**src/hw/rbw_params.svh**
```systemverilog
/*
 Offsets, field positions, reset values, command codes and timing
 counts of the RAM back-up and wakeup sequencer.
 Assumes a 20 MHz system clock and a 32-bit APB register port.
*/
`ifndef RBW_PARAMS_SVH
`define RBW_PARAMS_SVH

// Register byte offsets
`define RBW_OFS_CTRL 8'h00
`define RBW_OFS_CMD 8'h04
`define RBW_OFS_STATUS 8'h08
`define RBW_OFS_FLAGS 8'h0C

// Control fields
`define RBW_CTRL_RST 17'h00000
`define RBW_CTRL_WAKE_LSB 0
`define RBW_CTRL_ICR_LSB 12
`define RBW_CTRL_EXTCLK_BIT 16
`define RBW_WAKE_P13_BIT 5

// Flag bits: undefined registers and events
`define RBW_FLG_Z 0
`define RBW_FLG_X 1
`define RBW_FLG_Y 2
`define RBW_FLG_D 3
`define RBW_FLG_E 4
`define RBW_FLG_EARLY 5
`define RBW_FLG_SEQERR 6
`define RBW_FLAGS_RST 7'h19

// Command codes
`define RBW_CMD_OTHER 4'h0
`define RBW_CMD_ARM 4'h1
`define RBW_CMD_HOLD 4'h2
`define RBW_CMD_IMASK 4'h3
`define RBW_CMD_IUNMASK 4'h4
`define RBW_CMD_WDSTOP 4'h5
`define RBW_CMD_WDRST 4'h6
`define RBW_CMD_CERSEL 4'h7
`define RBW_CMD_RCSEL 4'h8

// Timing
`define RBW_CLK_NS 50
`define RBW_MCYC_NS 150
`define RBW_MCYC_CLKS ((`RBW_MCYC_NS + `RBW_CLK_NS - 1) / `RBW_CLK_NS)
`define RBW_STAB_TICKS 16

`endif

```
**src/hw/rbw_pkg.sv**
```systemverilog
/*
 Types of the RAM back-up and wakeup sequencer.
 Assumes rbw_params.svh is on the include path.
*/
`include "rbw_params.svh"

package rbw_pkg;

	// Sequencer states, one-hot
	typedef enum logic [3:0] {
		RBW_ST_WAIT = 4'h1,
		RBW_ST_RUN = 4'h2,
		RBW_ST_ARMED = 4'h4,
		RBW_ST_BACKUP = 4'h8
	} rbw_state_t;

	// Oscillator choice
	typedef enum logic [1:0] {
		RBW_OSC_NONE = 2'h0,
		RBW_OSC_CER = 2'h1,
		RBW_OSC_RC = 2'h2
	} rbw_osc_t;

endpackage

```
**src/hw/rbw_sync3.sv**
```systemverilog
/*
 Three-flop input synchroniser with agreement filter.
 Assumes inputs come from pins outside the clk_sys domain.
*/
`timescale 1ns/1ps

module rbw_sync3 import rbw_pkg::*; #(
	parameter int W = 1,
	parameter logic [W-1:0] INIT = '1
) (
	input wire logic clk_sys,
	input wire logic rst,
	input wire logic ce,
	input wire logic [W-1:0] din,
	output logic [W-1:0] dout
);

	logic [W-1:0] s1_q;
	logic [W-1:0] s2_q;
	logic [W-1:0] s3_q;
	logic [W-1:0] out_q;
	wire [W-1:0] agree = ~(s2_q ^ s3_q);

	// Shift chain; output follows where stages two and three agree
	always_ff @(posedge clk_sys)
	begin
		if (rst)
		begin
			s1_q <= INIT;
			s2_q <= INIT;
			s3_q <= INIT;
			out_q <= INIT;
		end
		else if (ce)
		begin
			s1_q <= din;
			s2_q <= s1_q;
			s3_q <= s2_q;
			out_q <= (agree & s3_q) | (~agree & out_q);
		end
	end

	assign dout = out_q;

endmodule

```
**src/hw/rbw_stab_wait.sv**
```systemverilog
/*
 Oscillation-stabilise wait counter, stepped by on-chip oscillator
 ticks. Assumes tick is a one-cycle pulse in the clk_sys domain.
*/
`timescale 1ns/1ps

module rbw_stab_wait import rbw_pkg::*; #(
	parameter int TICKS = `RBW_STAB_TICKS,
	parameter int CW = $clog2(TICKS + 1)
) (
	input wire logic clk_sys,
	input wire logic rst,
	input wire logic ce,
	input wire logic restart,
	input wire logic tick,
	output logic done
);

	localparam logic [CW-1:0] LAST = CW'(TICKS);
	logic [CW-1:0] cnt_q;
	wire at_end = (cnt_q == LAST);

	// Counts oscillator ticks, not system clocks
	always_ff @(posedge clk_sys)
	begin
		if (rst || (ce && restart))
			cnt_q <= '0;
		else if (ce && tick && !at_end)
			cnt_q <= cnt_q + CW'(1);
	end

	assign done = at_end;

endmodule

```
**src/hw/rbw_seq.sv**
```systemverilog
/*
 RAM back-up entry and exit sequencer with key-on wakeup,
 oscillator select and watchdog re-enable, on an APB register port.
 Assumes software issues instructions as writes to the command
 register, wakeup pins and the reset pin are asynchronous, and the
 on-chip oscillator arrives as a slow square wave.
*/
// Added by the designer: the register offsets and the APB slave port.
`timescale 1ns/1ps

module rbw_seq import rbw_pkg::*; #(
	parameter int NWAKE = 12,
	parameter int STAB_TICKS = `RBW_STAB_TICKS,
	parameter int MCYC_CLKS = `RBW_MCYC_CLKS
) (
	input wire logic clk_sys,
	input wire logic rst,
	input wire logic ce,
	input wire logic psel,
	input wire logic penable,
	input wire logic pwrite,
	input wire logic [7:0] paddr,
	input wire logic [31:0] pwdata,
	output logic [31:0] prdata,
	output logic pready,
	output logic pslverr,
	input wire logic [NWAKE-1:0] wake_pins,
	input wire logic ext_reset_n,
	input wire logic onchip_osc,
	output logic backup_q,
	output logic cpu_hold_q,
	output logic osc_cer_en_q,
	output logic osc_rc_en_q,
	output logic osc_onchip_en_q,
	output logic wdt_en_q,
	output logic int_pin_en_q
);

	localparam int FW = 7;

	// Filtered pins
	logic [NWAKE-1:0] wake_f;
	logic ext_rst_f;
	logic osc_f;

	rbw_sync3 #(.W(NWAKE), .INIT('1)) u_wake_sync (
		.clk_sys(clk_sys),
		.rst(rst),
		.ce(ce),
		.din(wake_pins),
		.dout(wake_f)
	);

	rbw_sync3 #(.W(2), .INIT(2'h3)) u_misc_sync (
		.clk_sys(clk_sys),
		.rst(rst),
		.ce(ce),
		.din({ext_reset_n, onchip_osc}),
		.dout({ext_rst_f, osc_f})
	);

	// Registers
	rbw_state_t state_q;
	rbw_state_t state_d;
	rbw_osc_t osc_q;
	rbw_osc_t osc_d;
	logic [16:0] ctrl_q;
	logic [FW-1:0] flags_q;
	logic [FW-1:0] flags_set;
	logic int_en_q;
	logic int_en_d;
	logic wd_stop_q;
	logic wd_stop_d;
	logic wdt_d;
	logic osc_prev_q;
	logic [7:0] rlow_q;
	logic rst_hit;
	logic [31:0] rdata_d;
	logic rerr_d;

	// APB decode; a transfer completes one cycle into the access phase
	wire access = psel && penable;
	wire done_xfer = access && pready;
	wire wr_ok = done_xfer && pwrite;
	wire hit_ctrl = (paddr == `RBW_OFS_CTRL);
	wire hit_cmd = (paddr == `RBW_OFS_CMD);
	wire hit_stat = (paddr == `RBW_OFS_STATUS);
	wire hit_flg = (paddr == `RBW_OFS_FLAGS);
	wire mapped = hit_ctrl | hit_cmd | hit_stat | hit_flg;
	wire cmd_go = wr_ok && hit_cmd;
	wire [3:0] cmd = pwdata[3:0];
	wire [FW-1:0] flags_clr = (wr_ok && hit_flg) ? pwdata[FW-1:0] : '0;

	// Control fields
	wire [NWAKE-1:0] wake_en = ctrl_q[`RBW_CTRL_WAKE_LSB +: NWAKE];
	wire [3:0] icr1 = ctrl_q[`RBW_CTRL_ICR_LSB +: 4];
	wire ext_clk = ctrl_q[`RBW_CTRL_EXTCLK_BIT];

	// Wakeup condition: any enabled pin low
	wire any_low = |(wake_en & ~wake_f);

	// Entry checks at the hold step
	wire bad_p13 = !wake_en[`RBW_WAKE_P13_BIT] && (icr1[3:2] != 2'h0);
	wire bad_icr = icr1[3];
	wire refuse = int_en_q || ext_clk || bad_p13 || bad_icr;

	// On-chip oscillator rising edge, taken from the filtered copy
	wire osc_tick = osc_f && !osc_prev_q;
	wire stab_done;

	rbw_stab_wait #(.TICKS(STAB_TICKS)) u_stab (
		.clk_sys(clk_sys),
		.rst(rst),
		.ce(ce),
		.restart(rst_hit),
		.tick(osc_tick),
		.done(stab_done)
	);

	// Long external reset only; short glitches are ignored
	assign rst_hit = (rlow_q >= 8'(MCYC_CLKS));

	always_ff @(posedge clk_sys)
	begin
		if (rst)
			rlow_q <= 8'h00;
		else if (ce)
		begin
			if (ext_rst_f)
				rlow_q <= 8'h00;
			else if (!rst_hit)
				rlow_q <= rlow_q + 8'h01;
		end
	end

	// Sequencer next state and side effects
	always_comb
	begin
		state_d = state_q;
		osc_d = osc_q;
		int_en_d = int_en_q;
		wd_stop_d = wd_stop_q;
		wdt_d = wdt_en_q;
		flags_set = '0;
		if (cmd_go)
			wd_stop_d = (cmd == `RBW_CMD_WDSTOP);
		case (state_q)
			RBW_ST_WAIT:
			begin
				if (stab_done)
					state_d = RBW_ST_RUN;
			end
			RBW_ST_RUN, RBW_ST_ARMED:
			begin
				if (cmd_go)
				begin
					state_d = RBW_ST_RUN;
					case (cmd)
						`RBW_CMD_ARM:
							state_d = RBW_ST_ARMED;
						`RBW_CMD_HOLD:
						begin
							if (state_q != RBW_ST_ARMED)
								state_d = RBW_ST_RUN;
							else if (refuse)
								flags_set[`RBW_FLG_SEQERR] = 1'b1;
							else if (any_low)
							begin
								flags_set = 7'h3F;
								wdt_d = 1'b1;
							end
							else
								state_d = RBW_ST_BACKUP;
						end
						`RBW_CMD_IMASK:
							int_en_d = 1'b0;
						`RBW_CMD_IUNMASK:
							int_en_d = 1'b1;
						`RBW_CMD_WDRST:
						begin
							if (wd_stop_q)
								wdt_d = 1'b0;
						end
						`RBW_CMD_CERSEL:
						begin
							if (osc_q == RBW_OSC_NONE)
								osc_d = RBW_OSC_CER;
						end
						`RBW_CMD_RCSEL:
						begin
							if (osc_q == RBW_OSC_NONE)
								osc_d = RBW_OSC_RC;
						end
						default:
							state_d = RBW_ST_RUN;
					endcase
				end
			end
			RBW_ST_BACKUP:
			begin
				if (any_low)
				begin
					state_d = RBW_ST_RUN;
					flags_set[`RBW_FLG_E:`RBW_FLG_Z] = 5'h1F;
					wdt_d = 1'b1;
				end
			end
			default:
				state_d = RBW_ST_WAIT;
		endcase
		if (rst_hit)
		begin
			state_d = RBW_ST_WAIT;
			osc_d = RBW_OSC_NONE;
			int_en_d = 1'b0;
			wd_stop_d = 1'b0;
			wdt_d = 1'b1;
			flags_set = '0;
			flags_set[`RBW_FLG_Z] = 1'b1;
			flags_set[`RBW_FLG_D] = 1'b1;
			flags_set[`RBW_FLG_E] = 1'b1;
		end
	end

	// Sequencer state
	always_ff @(posedge clk_sys)
	begin
		if (rst)
		begin
			state_q <= RBW_ST_WAIT;
			osc_q <= RBW_OSC_NONE;
			int_en_q <= 1'b0;
			wd_stop_q <= 1'b0;
			wdt_en_q <= 1'b1;
			osc_prev_q <= 1'b1;
		end
		else if (ce)
		begin
			state_q <= state_d;
			osc_q <= osc_d;
			int_en_q <= int_en_d;
			wd_stop_q <= wd_stop_d;
			wdt_en_q <= wdt_d;
			osc_prev_q <= osc_f;
		end
	end

	// Flags: set wins over software clear
	always_ff @(posedge clk_sys)
	begin
		if (rst)
			flags_q <= `RBW_FLAGS_RST;
		else if (ce)
			flags_q <= (flags_q & ~flags_clr) | flags_set;
	end

	// Control register
	always_ff @(posedge clk_sys)
	begin
		if (rst || (ce && rst_hit))
			ctrl_q <= `RBW_CTRL_RST;
		else if (ce && wr_ok && hit_ctrl)
			ctrl_q <= pwdata[16:0];
	end

	// Pin-facing outputs, all registered
	always_ff @(posedge clk_sys)
	begin
		if (rst)
		begin
			backup_q <= 1'b0;
			cpu_hold_q <= 1'b1;
			osc_cer_en_q <= 1'b1;
			osc_rc_en_q <= 1'b1;
			osc_onchip_en_q <= 1'b1;
			int_pin_en_q <= 1'b0;
		end
		else if (ce)
		begin
			backup_q <= (state_d == RBW_ST_BACKUP);
			cpu_hold_q <= (state_d == RBW_ST_WAIT);
			osc_cer_en_q <= (osc_d != RBW_OSC_RC);
			osc_rc_en_q <= (osc_d != RBW_OSC_CER);
			osc_onchip_en_q <= (osc_d == RBW_OSC_NONE);
			int_pin_en_q <= rst_hit ? 1'b0 : icr1[3];
		end
	end

	// Read mux
	always_comb
	begin
		rdata_d = 32'h00000000;
		rerr_d = !mapped || (pwrite && hit_stat);
		if (hit_ctrl)
			rdata_d[16:0] = ctrl_q;
		else if (hit_stat)
			rdata_d[11:0] = {wake_f[3:0], int_en_q, wdt_en_q,
				osc_q, state_q};
		else if (hit_flg)
			rdata_d[FW-1:0] = flags_q;
	end

	// APB answer: ready one cycle into the access phase
	logic pready_q;
	logic pslverr_q;
	logic [31:0] prdata_q;

	always_ff @(posedge clk_sys)
	begin
		if (rst)
		begin
			pready_q <= 1'b0;
			pslverr_q <= 1'b0;
			prdata_q <= 32'h00000000;
		end
		else if (ce)
		begin
			pready_q <= access && !pready_q;
			pslverr_q <= access && !pready_q && rerr_d;
			prdata_q <= (access && !pready_q && !pwrite) ? rdata_d
				: 32'h00000000;
		end
	end

	assign pready = pready_q;
	assign pslverr = pslverr_q;
	assign prdata = prdata_q;

endmodule

```
**config.mk**
```make
export PLATFORM = sky130hd
export DESIGN_NAME = rbw_seq
export DESIGN_NICKNAME = d
export VERILOG_FILES = /design/src/hw/rbw_pkg.sv /design/src/hw/rbw_sync3.sv /design/src/hw/rbw_stab_wait.sv /design/src/hw/rbw_seq.sv
export VERILOG_INCLUDE_DIRS = /design/src /design/src/hw
export SDC_FILE = /design/constraint.sdc
export NUM_CORES = 1
export LEC_CHECK = 0
export BUFFER_PORTS_ARGS = -buffer_cell sky130_fd_sc_hd__buf_2
export CORE_AREA = 2 2 109 111
export CTS_CLUSTER_SIZE = 14
export DETAILED_ROUTE_END_ITERATION = 10
export DIE_AREA = 0 0 111 113
export PLACE_DENSITY = 0.84
export SETUP_SLACK_MARGIN = 0.2
export SLEW_MARGIN = 20
export SYNTH_ARGS = -nofsm -noshare
export SYNTH_HDL_FRONTEND = slang
export SYNTH_SLANG_ARGS = --single-unit
export TNS_END_PERCENT = 30
```
**constraint.sdc**
```tcl
create_clock -name clk_sys -period 4.35 [get_ports clk_sys]
set_input_delay 0.2175 -clock clk_sys [delete_from_list [all_inputs] [get_ports clk_sys]]
set_output_delay 0.2175 -clock clk_sys [all_outputs]
set_load 0.02 [all_outputs]
```
* Word-level counts from Yosys, hierarchy flattened
Index checks and enable logic that the tools add are counted.
Word-level totals: register bits 143, input port bits 60, output and inout bits 41
Operators by class: $add $sub $neg 2, order comparisons 1, eq/ne operators 27, mux-type cells 49, bitwise gates (word level) 20, reductions and logical operators 41
Operator list (number):
- $mux 7 | 7
- $and 12x12->12 | 3
- $not 12->12 | 3
- $mux 4 | 7
- $eq 4x3->1 const B | 5
- $mux 17 | 1
- $eq 8x4->1 const B | 2
- $logic_and 1x1->1 | 16
- $mux 8 | 2
- $mux 5 | 3
- $mux 1 | 13
- $eq 4x1->1 const B | 3
- $eq 4x2->1 const B | 3
- $eq 4x4->1 const B | 3
- $mux 12 | 1
- $mux 2 | 6
- $mux 6 | 2
- $ne 4x4->1 const B | 3
- $or 12x12->12 | 1
- $pmux 4 s3 | 1
- $reduce_or 12->1 | 1
- $xor 12x12->12 | 1
- $pmux 5 s2 | 1
- $add 8x1->8 const B | 1
- 30 further kinds | 51

* Depth between registers and ports, before layout
depth in word-level cells 11, depth in mapped cells 7, gate-level depth less buffers 7

* Cells and area by module
A second synthesis with hierarchy kept.
Unflattened totals: cells, all modules 648, area, all modules 5701.7 sq um
Modules (own cells, without submodules):
- rbw_seq | instances 1, cells each 392, area each 3250.6 sq um, sequential area each 1341.3 sq um
- rbw_sync3 at u_wake_sync | instances 1, cells each 195, area each 1865.5 sq um, sequential area each 960.9 sq um
- rbw_sync3 at u_misc_sync | instances 1, cells each 30, area each 315.3 sq um, sequential area each 160.2 sq um
- rbw_stab_wait | instances 1, cells each 31, area each 270.3 sq um, sequential area each 100.1 sq um

* Least setup slack after synthesis
No wires, ideal clock.
kind register -> register, from reg state_q[2], to reg cpu_hold_q, arrival time 1.775 ns, required time 4.217 ns, setup slack 2.442 ns, stages on the path, launching flop included 7, buffers on the path 1, period minus slack after synthesis 1.908 ns, cells stage by stage dfxtp_1 > buf_6 > or4b_4 > or4_4 > a21oi_1 > and2_1 > o21ai_1
Between the ends: cells in the longest elaborated chain, start to end 7
RTL lines:
- start: declaration | RTL line rbw_seq.sv:63 | rbw_state_t state_q;
- start signal: assignment | RTL line rbw_seq.sv:239 | state_q <= state_d;
- $ne 4x3->1 | RTL line rbw_seq.sv:163 | if (state_q != RBW_ST_ARMED)
- $mux 4 | RTL line rbw_seq.sv:163
- $pmux 4 s2 | RTL line rbw_seq.sv:158 | case (cmd)
- $mux 4 | RTL line rbw_seq.sv:155 | if (cmd_go)
- $pmux 4 s3 * | RTL line rbw_seq.sv:147 | case (state_q)
- $mux 4 * | RTL line rbw_seq.sv:211 | if (rst_hit)
- $eq 4x1->1 * | RTL line rbw_seq.sv:281 | cpu_hold_q <= (state_d == RBW_ST_WAIT);
- end signal: assignment | RTL line rbw_seq.sv:281
- end: declaration | RTL line rbw_seq.sv:31 | output logic cpu_hold_q,
Mark *: on every way between the ends. The rest lies on a longest branch, timed or not. A chain may end at the register's enable or synchronous reset.

* Worst setup path after layout
from reg rlow_q[0], to reg osc_onchip_en_q
Between the ends: cells in the longest elaborated chain, start to end 3
RTL lines:
- start: declaration | RTL line rbw_seq.sv:76 | logic [7:0] rlow_q;
- start signal: assignment | RTL line rbw_seq.sv:132 | rlow_q <= rlow_q + 8'h01;
- $ge 8x2->1 | RTL line rbw_seq.sv:121 | assign rst_hit = (rlow_q >= 8'(MCYC_CLKS));
- $mux 2 | RTL line rbw_seq.sv:211
- $logic_not 2->1 | RTL line rbw_seq.sv:284 | osc_onchip_en_q <= (osc_d == RBW_OSC_NONE);
- end signal: assignment | RTL line rbw_seq.sv:284
- end: declaration | RTL line rbw_seq.sv:34 | output logic osc_onchip_en_q,
No other way between the ends.

==> summary.md <==
| Metric | Value |
|---|---|
| Die H | `113 µm` |
| CTS tree | `built` |
| DRC errors left | `0` |
| Vias in the first global route | `4359` |
| Cts repair resizes | `0` |
| Clock slew at reported path FFs | `60 ps` |
| Hold WC Path Type | `in2reg` |
| YS warnings | `0` |
| Worst-Skew Late Latency | `410 ps` |
| Sw Ratio | `0.2245` |
| CP Capture Type | `flip-flop` |
| P_sw | `0.6217 mW` |
| Final #Nets | `763` |
| # rows | `39` |
| # diodes | `0` |
| Dpl hpwl | `8.493 mm` |
| WP buf/inv | `1` |
| Clk pwr share | `0.506` |
| Final setup fails | `0` |
| Top-count cell post-synth | `dfxtp_1` |
| Sequential share of power | `0.439` |
| Total CTS buffers | `17` |
| Yosys cell types | `60` |
| Main synth FF type | `dfxtp_1` |
| Largest net degree at the start of global routing | `83` |
| Worst setup SP type | `flip-flop` |
| EDFF count, synth | `0` |
| Post-synth top cells | `dfxtp_1 (128), nand2_1 (79), a21oi_1 (70), nor2_1 (53), mux2i_1 (49)` |
| F_max | `462.2 MHz` |
| Post-Syn Area | `5577 µm²` |
| Crit Path Max Fanout | `22` |
| Ys async rst share | `0` |
| Sink Count | `128` |
| Total congestion overflow | `0` |
| Initial antenna violation count | `0` |
| Max Slew Vio Count | `0` |
| Max Cap Viol | `0` |
| WL per Instance | `15.29 µm` |
| Synth top area share | `0.4595` |
| Fin Hold WS | `25.36 ps` |
| Final hold viol count | `0` |
| Area grow syn2layout | `16.67%` |
| Outcome | `finished clean` |
| WS Path Type | `reg2reg` |
| Synthesized area per cell | `8.606 µm²` |
| Post-CTS Hold Buffers | `0` |
| Worst VDD drop | `301.6 µV` |
| Final period util | `0.4974` |
| Area leader, netlist | `dfxtp_1` |
| CTS Root Cell | `clkbuf_16` |
| Vias per std cell | `5.527` |
| Die ar. | `12540 µm²` |
| I/O Pins | `101` |
| CP required | `4610 ps` |
| Worst EP arrival | `2430 ps` |
| Slew @ Worst Pin | `950.2 ps` |
| DRT Pass-1 Iters | `6` |
| Power Internal | `2.148 mW` |
| Via count | `4726` |
| Top delay family on crit path | `simple AND/OR/NAND/NOR gates` |
| Seq/Total Area, Yosys | `0.4595` |
| Sum Neg Setup Slack | `0 ps` |
| Flops & latches, synth | `128` |
| GRT Util Overall | `0.2085` |
| Gate power share | `0.056` |
| Htree depth | `4` |
| Port Buf Inserts | `70` |
| Cell leakage power | `2.653 nW` |
| Slowest stage delay, CP | `440 ps` |
| Die width | `111 µm` |
| PwrDens | `425.6 nW/µm²` |
| Core region area | `11270 µm²` |
| Setup bufs post-CTS | `0` |
| Clock buffer depth | `2` |
| Share of layout cells above drive strength 1 | `0.1671` |
| Post-Route WL | `13.07 mm` |
| Synth area leaders | `dfxtp_1 (46%), mux2i_1 (8.8%), a21oi_1 (6.3%)` |
| GP Congestion | `0.8737` |
| CP Cell Sequence | `ha_1 -> or4_1 -> nor2_1 -> o21ai_1 -> buf_4 -> a21oi_1 -> o31ai_1` |
| ANT nets after route | `0` |
| RSZ-0062 raised after global routing | `false` |
| First-pass GRT wire length | `21.26 mm` |
| Synth Instances | `648` |
| Slowest library cell on the worst path | `or4_1` |
| Fin Clk Skew | `6.672 ps` |
| Slew headroom | `0.3666` |
| Drt initial violations | `375` |
| Tmin final | `2164 ps` |
| Starting Density | `0.4947` |
[worst reg2reg max path, cell delays in order (launching register included)]
cell	delay, ps
dfxtp_1	320
ha_1	190
or4_1	440
nor2_1	320
o21ai_1	230
buf_4	290
a21oi_1	150
o31ai_1	80
[metal layers]
metal / wire length [µm] / part of all wire / up-vias / global-route usage
met5: 0 / 0 / - / 0
met4: 149 / 0.011 / 0 / 0.07000
met3: 711 / 0.054 / 18 / 0.04178
met2: 6313 / 0.48 / 152 / 0.3440
met1: 5897 / 0.45 / 2205 / 0.2760
li1: - / - / 2351 / -
[power by group through the flow]
stage | registers, mW | clock network, mW | logic, mW
floorplan | 1.24 | 0 | 0.114
global placement | 1.24 | 0 | 0.149
detailed placement | 1.24 | 0 | 0.152
CTS | 1.21 | 1.41 | 0.154
global route | 1.22 | 1.46 | 0.170
finish | 1.21 | 1.40 | 0.154
[cell families after synthesis]
family / count (synthesis) / synth area share
compound gates: 148 / 0.1548
fa+ha+maj: 3 / 0.006732
other cells: 1 / 0.0006725
simple gates: 239 / 0.2165
flops: 128 / 0.4595
mux: 49 / 0.08795
xor+xnor: 6 / 0.009423
buf+inv: 74 / 0.06439
[placed cells by master (no fill, tap or decap), types with 4 or more instances in the layout]
| cell type | Yosys | routed |
|---|---|---|
| a21oi_1 | 70 | 70 |
| a221oi_1 | 5 | 5 |
| a22oi_1 | 6 | 6 |
| and2_1 | 13 | 13 |
| buf_2 | 5 | 69 |
| buf_4 | 16 | 7 |
| clkbuf_16 | 0 | 17 |
| clkbuf_8 | 0 | 4 |
| clkinv_2 | 0 | 4 |
| clkinvlp_4 | 0 | 4 |
| conb_1 | 1 | 15 |
| dfxtp_1 | 128 | 128 |
| inv_1 | 16 | 16 |
| mux2i_1 | 49 | 49 |
| nand2_1 | 79 | 79 |
| nand2b_1 | 17 | 17 |
| nand3_1 | 8 | 8 |
| nand4_1 | 6 | 6 |
| nor2_1 | 53 | 53 |
| nor2b_1 | 19 | 19 |
| nor3_1 | 11 | 10 |
| nor4_1 | 4 | 4 |
| nor4b_1 | 5 | 5 |
| o211ai_1 | 9 | 9 |
| o21ai_0 | 35 | 35 |
| xor2_1 | 5 | 5 |
[area by class of cell]
class                      instances  area, µm²
fill                             988       4766
multi-input combinational        460       2713
sequential                       128       2562
clock buffer                      21      480.5
timing repair buffer              76      397.9
tap                              143      178.9
clock inverter                    10      110.1
inverter                          17      63.81
[worst paths after layout]
check             depth (start not counted)                  end       start  slack [ps]
hold / removal                            3  u_misc_sync.s1_q[0]  onchip_osc          30
setup / recovery                          7      osc_onchip_en_q   rlow_q[0]        2190
hold reg to reg                           1            rlow_q[6]   rlow_q[6]         450
setup reg to reg                          7      osc_onchip_en_q   rlow_q[0]        2190
[stage by stage]
| stage | util | cell area (µm²) | worst slack [ps] | power, mW | cells |
|---|---|---|---|---|---|
| after global routing | 0.5772 | 6506 | 2054 | 2.849 | 855 |
| after floorplan | - | 5629 | 2442 | 1.351 | 662 |
| after CTS | 0.5772 | 6506 | 2220 | 2.781 | 855 |
| after global placement | 0.5248 | 5916 | 2239 | 1.387 | 824 |
| after detailed placement | 0.5248 | 5916 | 2226 | 1.392 | 824 |
| final | 0.5772 | 6506 | 2186 | 2.769 | 855 |
Note: power is estimated with default switching activity, not from simulation.
